**src/common/ltc_pkg.sv**
```systemverilog
package ltc_pkg;
  // Register port widths
  localparam int REG_AW = 8;
  localparam int REG_DW = 16;

  // Channel registers: address is {channel, field}
  localparam logic [7:0] CH_REG_BASE = 8'h00;
  localparam logic [7:0] CH_REG_LAST = 8'h1F;
  localparam logic [1:0] FLD_BASE_ADDR = 2'h0;
  localparam logic [1:0] FLD_BASE_CNT = 2'h1;
  localparam logic [1:0] FLD_CUR_ADDR = 2'h2;
  localparam logic [1:0] FLD_CUR_CNT = 2'h3;

  // Per-controller registers, controller index in bit 0; mode readback from MODE_RD_BASE is per channel, index in bits 2:0
  localparam logic [7:0] MODE_WR0 = 8'h20;
  localparam logic [7:0] MODE_WR1 = 8'h21;
  localparam logic [7:0] MODE_RD_BASE = 8'h28;
  localparam logic [7:0] CMD0 = 8'h30;
  localparam logic [7:0] CMD1 = 8'h31;
  localparam logic [7:0] STAT0 = 8'h32;
  localparam logic [7:0] STAT1 = 8'h33;
  localparam logic [7:0] MASK0 = 8'h34;
  localparam logic [7:0] MASK1 = 8'h35;

  // Field positions
  localparam int CMD_EN_BIT = 2;
  localparam int MODE_OP_LSB = 6;
  localparam int MODE_AUTO_BIT = 4;
  localparam int MODE_XFER_LSB = 2;

  // Operating codes in mode bits 7:6 and 3:2
  localparam logic [1:0] OP_DEMAND = 2'h0;
  localparam logic [1:0] OP_SINGLE = 2'h1;
  localparam logic [1:0] OP_CASCADE = 2'h3;
  localparam logic [1:0] XF_VERIFY = 2'h0;
  localparam logic [1:0] XF_WRITE = 2'h1;
  localparam logic [1:0] XF_READ = 2'h2;
  localparam logic [1:0] XF_ILLEGAL = 2'h3;

  // Reset values
  localparam logic [3:0] MASK_RST = 4'hF;
  localparam logic CMD_EN_RST = 1'b0;
  localparam logic [4:0] MODE_RST = 5'h00;

  // Fixed channel roles
  localparam logic [2:0] BM_CHAN = 3'h4;
  localparam int BUF_ENTRIES = 2;

  typedef enum logic [1:0] {
    ST_IDLE,
    ST_RUN,
    ST_MASTER
  } ltc_state_t;

  // One issued transfer
  typedef struct packed {
    logic [16:0] addr;
    logic [2:0] chan;
    logic [1:0] kind;
    logic wide;
    logic last;
  } ltc_desc_t;
endpackage : ltc_pkg

```
**src/rtl/ltc_top.sv**
```systemverilog
// Summary of operation
// - Single, demand and verify transfers are served and the address only counts up.
// - Block mode, address decrement and cascade on ordinary channels are absent.
// - No memory-to-memory path and no external termination input exist.
// - Channels 0-3 on the first controller move one byte per transfer.
// - Channels 5-7 on the second controller move a 16-bit word per transfer.
// - No transfer wider than 16 bits is ever issued on any channel.
// - Channel 4 carries only bus-master ownership requests.
// - Each channel keeps 16-bit reload and working address and count values.
// - Working address and count are 16 bits, eight of each, and readable.
// - Channel 4 address and count registers are accessible but unused.
// - Only command bit 2 acts, enabling its controller; other bits are dropped.
// - Arbitration is always fixed priority, lowest channel first.
// - Mode bits 7:6 give demand for 00 and single for 01; 10 and 11 do nothing.
// - Mode bit 4 reloads working address and count when the count expires.
// - Channel 4 is fixed in cascade use; no other channel can cascade.
`timescale 1ns/1ps
module ltc_top #(
  parameter int CNT_W = 16
) (
  // Clock and reset
  input wire logic mclk,
  input wire logic reset,
  // Register port
  input wire logic [ltc_pkg::REG_AW-1:0] reg_addr,
  input wire logic [ltc_pkg::REG_DW-1:0] reg_wdata,
  input wire logic reg_wr,
  input wire logic reg_rd,
  output logic [ltc_pkg::REG_DW-1:0] reg_rdata,
  // Peripheral requests, one per channel
  input wire logic [7:0] dreq,
  // Bus-master ownership
  output logic bm_grant,
  // Transfer stream towards the link
  output logic xfer_valid,
  input wire logic xfer_ready,
  output logic [16:0] xfer_addr,
  output logic [2:0] xfer_chan,
  output logic [1:0] xfer_kind,
  output logic xfer_wide,
  output logic xfer_last
);

  // Counters are held as 16-bit registers throughout
  if (CNT_W != 16) begin : g_chk
    $error("ltc_top: CNT_W must be 16");
  end

  typedef struct packed {
    logic [7:0][15:0] base_addr;
    logic [7:0][15:0] base_cnt;
    logic [7:0][15:0] cur_addr;
    logic [7:0][15:0] cur_cnt;
    logic [7:0][4:0] mode;
    logic [1:0] ctl_en;
    logic [1:0][3:0] mask;
    logic [1:0][3:0] tc;
    ltc_pkg::ltc_state_t state;
    logic [2:0] chan;
    logic [ltc_pkg::BUF_ENTRIES-1:0] full;
    ltc_pkg::ltc_desc_t [ltc_pkg::BUF_ENTRIES-1:0] slot;
    logic bm_grant;
    logic [15:0] rdata;
  } ltc_regs_t;

  ltc_regs_t st_r;
  ltc_regs_t st_nxt;

  // Controller that owns a channel number
  function automatic logic ctl_of(input logic [2:0] ch);
    ctl_of = ch[2];
  endfunction : ctl_of

  // Mode byte as software sees it, channel select in bits 1:0
  function automatic logic [7:0] mode_byte(input logic [4:0] m,
                                           input logic [2:0] ch);
    mode_byte = {m[4:3], 1'b0, m[2], m[1:0], ch[1:0]};
  endfunction : mode_byte

  logic [7:0] elig;
  logic [7:0] cand;
  logic any_cand;
  logic [2:0] pick;
  logic room;
  logic pop;
  logic do_issue;
  logic [2:0] ic;
  ltc_pkg::ltc_desc_t d;
  logic [2:0] wch;
  logic wc;
  logic [1:0] wfld;

  // Channel eligibility; cascade and illegal codes never transfer
  always_comb begin
    elig = '0;
    for (int c = 0; c < 8; c++) begin
      elig[c] = dreq[c] && st_r.ctl_en[ctl_of(3'(c))]
        && !st_r.mask[ctl_of(3'(c))][c % 4]
        && (st_r.mode[c][4:3] == ltc_pkg::OP_DEMAND
            || st_r.mode[c][4:3] == ltc_pkg::OP_SINGLE)
        && st_r.mode[c][1:0] != ltc_pkg::XF_ILLEGAL
        && 3'(c) != ltc_pkg::BM_CHAN;
    end
    cand = elig;
    cand[ltc_pkg::BM_CHAN] = dreq[ltc_pkg::BM_CHAN]
      && st_r.ctl_en[1] && !st_r.mask[1][0];
    any_cand = |cand;
  end

  // Fixed priority, lowest channel wins; no rotation exists
  always_comb begin
    pick = 3'h0;
    for (int c = 7; c >= 0; c--) begin
      if (cand[c]) begin
        pick = 3'(c);
      end
    end
  end

  // Register write decode
  assign wch = reg_addr[4:2];
  assign wfld = reg_addr[1:0];
  assign wc = reg_addr[0];

  // Next-state logic for the whole block
  always_comb begin
    st_nxt = st_r;
    st_nxt.rdata = 16'h0000;
    room = !st_r.full[1];
    pop = st_r.full[0] && xfer_ready;
    do_issue = 1'b0;
    ic = st_r.chan;
    d = '0;

    // Register reads; status read clears its expiry flags
    if (reg_rd) begin
      if (reg_addr <= ltc_pkg::CH_REG_LAST) begin
        case (wfld)
          ltc_pkg::FLD_BASE_ADDR: st_nxt.rdata = st_r.base_addr[wch];
          ltc_pkg::FLD_BASE_CNT: st_nxt.rdata = st_r.base_cnt[wch];
          ltc_pkg::FLD_CUR_ADDR: st_nxt.rdata = st_r.cur_addr[wch];
          default: st_nxt.rdata = st_r.cur_cnt[wch];
        endcase
      end else if (reg_addr[7:3] == ltc_pkg::MODE_RD_BASE[7:3]) begin
        if (reg_addr[2:0] == ltc_pkg::BM_CHAN) begin
          st_nxt.rdata = {8'h00, ltc_pkg::OP_CASCADE,
                          6'(ltc_pkg::BM_CHAN[1:0])};
        end else begin
          st_nxt.rdata = {8'h00, mode_byte(st_r.mode[reg_addr[2:0]],
                                           reg_addr[2:0])};
        end
      end else begin
        case (reg_addr)
          ltc_pkg::CMD0, ltc_pkg::CMD1:
            st_nxt.rdata = 16'(st_r.ctl_en[wc]) << ltc_pkg::CMD_EN_BIT;
          ltc_pkg::STAT0, ltc_pkg::STAT1: begin
            st_nxt.rdata = {8'h00, (wc ? dreq[7:4] : dreq[3:0]),
                            st_r.tc[wc]};
            st_nxt.tc[wc] = 4'h0;
          end
          ltc_pkg::MASK0, ltc_pkg::MASK1:
            st_nxt.rdata = {12'h000, st_r.mask[wc]};
          default: st_nxt.rdata = 16'h0000;
        endcase
      end
    end

    // Register writes
    if (reg_wr) begin
      if (reg_addr <= ltc_pkg::CH_REG_LAST) begin
        case (wfld)
          // Loading the reload value primes the working copy too
          ltc_pkg::FLD_BASE_ADDR: begin
            st_nxt.base_addr[wch] = reg_wdata;
            st_nxt.cur_addr[wch] = reg_wdata;
          end
          ltc_pkg::FLD_BASE_CNT: begin
            st_nxt.base_cnt[wch] = reg_wdata;
            st_nxt.cur_cnt[wch] = reg_wdata;
          end
          ltc_pkg::FLD_CUR_ADDR: st_nxt.cur_addr[wch] = reg_wdata;
          default: st_nxt.cur_cnt[wch] = reg_wdata;
        endcase
      end else begin
        case (reg_addr)
          ltc_pkg::MODE_WR0, ltc_pkg::MODE_WR1: begin
            // Bits 1:0 steer the byte; bit 5 has no effect
            if ({wc, reg_wdata[1:0]} != ltc_pkg::BM_CHAN) begin
              st_nxt.mode[{wc, reg_wdata[1:0]}] =
                {reg_wdata[7:6], reg_wdata[4], reg_wdata[3:2]};
            end
          end
          ltc_pkg::CMD0, ltc_pkg::CMD1:
            st_nxt.ctl_en[wc] = reg_wdata[ltc_pkg::CMD_EN_BIT];
          ltc_pkg::MASK0, ltc_pkg::MASK1:
            st_nxt.mask[wc] = reg_wdata[3:0];
          default: ;
        endcase
      end
    end

    // Arbitration and sequencing
    case (st_r.state)
      ltc_pkg::ST_IDLE: begin
        if (any_cand && pick == ltc_pkg::BM_CHAN) begin
          st_nxt.state = ltc_pkg::ST_MASTER;
          st_nxt.bm_grant = 1'b1;
        end else if (any_cand && room) begin
          do_issue = 1'b1;
          ic = pick;
          st_nxt.chan = pick;
          // Demand holds the channel; single re-arbitrates each time
          if (st_r.mode[pick][4:3] == ltc_pkg::OP_DEMAND) begin
            st_nxt.state = ltc_pkg::ST_RUN;
          end
        end
      end
      ltc_pkg::ST_RUN: begin
        if (!elig[st_r.chan]) begin
          st_nxt.state = ltc_pkg::ST_IDLE;
        end else if (room) begin
          do_issue = 1'b1;
        end
      end
      ltc_pkg::ST_MASTER: begin
        if (!cand[ltc_pkg::BM_CHAN]) begin
          st_nxt.state = ltc_pkg::ST_IDLE;
          st_nxt.bm_grant = 1'b0;
        end
      end
      default: begin
        st_nxt.state = ltc_pkg::ST_IDLE;
        st_nxt.bm_grant = 1'b0;
      end
    endcase

    // One transfer: build it, step address up, count down
    if (do_issue) begin
      d.wide = ic[2];
      // Word channels address words, so the byte address doubles
      d.addr = d.wide ? {st_r.cur_addr[ic], 1'b0}
                      : {1'b0, st_r.cur_addr[ic]};
      d.chan = ic;
      d.kind = st_r.mode[ic][1:0];
      d.last = (st_r.cur_cnt[ic] == 16'h0000);
      st_nxt.cur_addr[ic] = st_r.cur_addr[ic] + 16'h0001;
      st_nxt.cur_cnt[ic] = st_r.cur_cnt[ic] - 16'h0001;
      // Count expiry ends a run, as does loss of eligibility (request, mask, enable) in ST_RUN; there is no termination input
      if (d.last) begin
        st_nxt.tc[ic[2]][ic[1:0]] = 1'b1;
        st_nxt.state = ltc_pkg::ST_IDLE;
        if (st_r.mode[ic][2]) begin
          st_nxt.cur_addr[ic] = st_r.base_addr[ic];
          st_nxt.cur_cnt[ic] = st_r.base_cnt[ic];
        end else begin
          st_nxt.mask[ic[2]][ic[1:0]] = 1'b1;
        end
      end
    end

    // Two-entry buffer; slot 0 is always the head so outputs stay on flops
    if (pop) begin
      st_nxt.slot[0] = st_r.slot[1];
      st_nxt.full = {1'b0, st_r.full[1]};
    end
    if (do_issue) begin
      if (st_nxt.full[0]) begin
        st_nxt.slot[1] = d;
        st_nxt.full[1] = 1'b1;
      end else begin
        st_nxt.slot[0] = d;
        st_nxt.full[0] = 1'b1;
      end
    end
  end

  // State register
  always_ff @(posedge mclk) begin
    if (reset) begin
      st_r <= '0;
      st_r.state <= ltc_pkg::ST_IDLE;
      st_r.mask <= {ltc_pkg::MASK_RST, ltc_pkg::MASK_RST};
      st_r.ctl_en <= {ltc_pkg::CMD_EN_RST, ltc_pkg::CMD_EN_RST};
      st_r.mode <= {8{ltc_pkg::MODE_RST}};
    end else begin
      st_r <= st_nxt;
    end
  end

  // Outputs straight from the state register
  assign reg_rdata = st_r.rdata;
  assign bm_grant = st_r.bm_grant;
  assign xfer_valid = st_r.full[0];
  assign xfer_addr = st_r.slot[0].addr;
  assign xfer_chan = st_r.slot[0].chan;
  assign xfer_kind = st_r.slot[0].kind;
  assign xfer_wide = st_r.slot[0].wide;
  assign xfer_last = st_r.slot[0].last;

endmodule : ltc_top

```
**config.mk**
```make
export PLATFORM = sky130hd
export DESIGN_NAME = ltc_top
export DESIGN_NICKNAME = d
export VERILOG_FILES = /design/src/common/ltc_pkg.sv /design/src/rtl/ltc_top.sv
export SDC_FILE = /design/constraint.sdc
export NUM_CORES = 2
export LEC_CHECK = 0
export BUFFER_PORTS_ARGS = -buffer_cell sky130_fd_sc_hd__buf_2
export CORE_AREA = 4 4 345 313
export DETAILED_ROUTE_END_ITERATION = 8
export DIE_AREA = 0 0 349 317
export SLEW_MARGIN = 20
export SYNTH_ARGS = -nofsm -noshare
export SYNTH_HDL_FRONTEND = slang
export SYNTH_SLANG_ARGS = --single-unit
```
**constraint.sdc**
```tcl
create_clock -name mclk -period 5.3 [get_ports mclk]
set_input_delay 0.265 -clock mclk [delete_from_list [all_inputs] [get_ports mclk]]
set_output_delay 0.265 -clock mclk [all_outputs]
set_load 0.01 [all_outputs]
```
==> impl_metrics.tcl <==
set metrics [dict create \
    finClkSkew_ns 0.0293 \
    r2r-start "st_r[89]" \
    cts_tree "built" \
    port_buffers 78 \
    synthCells 4371 \
    hold_viol 0 \
    avgSynthCellArea_sq_um 8.30 \
    hp-class "in -> reg" \
    cts_setup_buffers 0 \
    ys_seq_area_share_pct 35.4 \
    power.leakage_nw 14.2 \
    worstSetupEndpoint "st_r[161]" \
    period_share_pct 95.1 \
    ant_nets 0 \
    area_growth_pct 11.4 \
    worst_setup_path_start_kind "register" \
    synth_cell_types 81 \
    worst_slew_margin_rel_pct 14.2 \
    insertion_delay_ns 0.65 \
    first_global_vias 31900 \
    slew_viol_final 0 \
    drt_iter0_drc 4756 \
    die_area_sq_um 111000 \
    initial_core_util_pct 34.6 \
    layout-drive-gt1-share_pct 14.8 \
    crit_path_end_kind "register" \
    cp-startpoint "st_r[89]" \
    first_pass_iters 7 \
    irDropWorstVdd_v 0.000265 \
    final_common_cell "nand2_1" \
    synth-edff-count 0 \
    vias 34900 \
    routed_wl_um 152000 \
    critPathKind "reg -> reg" \
    arrival_ns 5.51 \
    rr_endpoint "st_r[161]" \
    nFillCells 10500 \
    nNetsFinal 4247 \
    core_sq_um 105000 \
    remaining_drc_errors 0 \
    fin_util_pct 38.6 \
    syn_area_sq_um 36300 \
    reg2regPathDepth 13 \
    vias_per_cell 6.18 \
    dp_hpwl_um 97600 \
    gp_congestion 0.956 \
    clkTransAtPathRegs_ns 0.06 \
    mostFrequentLayoutCells "nand2_1, dfxtp_1, a21oi_1" \
    power.density_nw_per_um2 260 \
    syn_nets 4411 \
    antenna_found_initial 17 \
    ios 79 \
    whs_ns 0.0438 \
    grt_max_degree 142 \
    wl_per_cell_um 26.9 \
    yosys_warnings 0 \
    cts-root-buf "clkbuf_16" \
    setup_violations 0 \
    crit_required_ns 5.77 \
    ys.flop_type "dfxtp_1" \
    die_h_um 317 \
    h-tree-depth 3 \
    synthArstFlopShare_pct 0 \
    status "complete, no violations" \
    worst_slew_pin_slew_ns 1.28 \
    cts_made_buffers 73 \
    cts.sinks 641 \
    r2r_slack_ns 0.26 \
    ys_seq_elements 641 \
    cts_buffer_depth 3 \
    grt_pass1_wl_um 221000 \
    multi_input_area_sq_um 21600 \
    cap_violations 0 \
    num_rows 113 \
    grt-ovfl-total 0 \
    regArea_sq_um 12800 \
    clock.fmax_mhz 198 \
    die_x_um 349 \
    min_period_ns 5.04 \
    cp_max_fo 11 \
    grt.total_usage_pct 26.5 \
]
-- worst max-delay path, cell delays in order, from the launching register on --
cell and delay, ns:
dfxtp_1 0.46, nand4bb_1 0.16, or2_1 0.32, a31oi_2 0.43, nor3_1 0.23, nor2_4 0.41, nand2_1 0.22, o221ai_1 0.48
nand3_2 0.28, or4_1 0.64, buf_4 0.19, or3_1 0.50, o21ai_1 0.37, a311oi_1 0.19
-- cells by family (layout without fill, tap and decap cells) --
group           after synthesis  after routing  synth area share (%)
compound gates             1101           1101                  19.6
simple gates               1645           1646                  19.6
other cells                   0              7                     0
flops                       641            641                  35.4
buf+inv                     484            374                  5.60
fa+ha+maj                     3              3                 0.103
xor+xnor                     23             23                 0.555
mux                         474            474                  19.2
-- metrics by stage --
| stage | power (W) | setup TNS (ns) | instances | instance area [sq um] | worst slack, ns |
|---|---|---|---|---|---|
| after global routing | 0.0108 | -0.000450 | 5646 | 40400 | -0.000450 |
| after CTS | 0.0105 | 0 | 5639 | 40300 | 0.207 |
| after global placement | 0.00540 | 0 | 5506 | 37900 | 0.357 |
| after detailed placement | 0.00540 | 0 | 5507 | 37900 | 0.247 |
| after floorplan | 0.00523 | 0 | 4371 | 36300 | 0.962 |
| final | 0.0105 | 0 | 5649 | 40400 | 0.258 |
-- where the power goes --
| part | total [W] | switching, W | internal, W |
|---|---|---|---|
| clock | 0.00520 | 0.00222 | 0.00298 |
| combinational | 0.000479 | 0.000360 | 0.000119 |
| sequential | 0.00483 | 0.00000643 | 0.00483 |
| total | 0.0105 | 0.00259 | 0.00793 |
-- timing repair --
item,4_1_cts,5_1_grt
hold buffers,2,0
hold endpoints to repair,1,0
endpoints found under the setup margin,0,77
gates resized for setup,0,4
-- area by class of cell --
type,instances,share of cell area [%]
multi-input cells,3247,53.5
diodes,7,0.0433
flip-flops and latches,641,31.8
clock inverters,18,0.526
inverters,10,0.0929
repair buffers,234,4.44
clock buffers,112,5.38
well taps,1380,4.27
-- flip-flops by register name, indices dropped and copies added, names as in the netlist --
signal / count
st_r: 599
xfer_addr: 17
reg_rdata: 16
xfer_chan: 3
xfer_kind: 2
bm_grant: 1
xfer_last: 1
xfer_valid: 1
xfer_wide: 1
-- routing by layer --
metal	up-vias	wire (um)	global-route usage, %
met5	-	65	0
met4	10	8570	13.2
met3	425	19800	8.21
met2	2272	62800	37.8
met1	16800	60900	36.1
li1	15400	-	-
-- how the worst min path moves through the flow --
stage,start,to,slack [ns],cells after the start
3_5_place_dp,st_r[43],st_r[43],0.45,2
2_1_floorplan,dreq[1],reg_rdata[5],0.42,2
5_1_grt,dreq[0],reg_rdata[4],0.02,3
3_3_place_gp,st_r[41],st_r[41],0.44,2
4_1_cts,dreq[0],reg_rdata[4],0.005,3
6_report,dreq[0],reg_rdata[4],0.04,3
-- cells in the mapped netlist (44+ instances only) --
| cell | count | area share, % |
|---|---|---|
| and3_1 | 54 | 0.93 |
| a31oi_1 | 55 | 0.95 |
| a21oi_1 | 468 | 6.5 |
| clkbuf_1 | 353 | 3.7 |
| a211oi_1 | 212 | 4.4 |
| mux4_2 | 172 | 11 |
| nand3_1 | 150 | 2.1 |
| buf_1 | 50 | 0.52 |
| o21ai_0 | 61 | 0.84 |
| nor3_1 | 44 | 0.61 |
| nand2_1 | 1000 | 10 |
| nor2b_1 | 79 | 1.4 |
| nor2_1 | 202 | 2.1 |
| dfxtp_1 | 641 | 35 |
| mux2_2 | 59 | 1.8 |
| mux2i_1 | 243 | 6.7 |
| buf_4 | 45 | 0.93 |
| a21boi_0 | 92 | 1.9 |
Power figures use the tool's default switching activity.
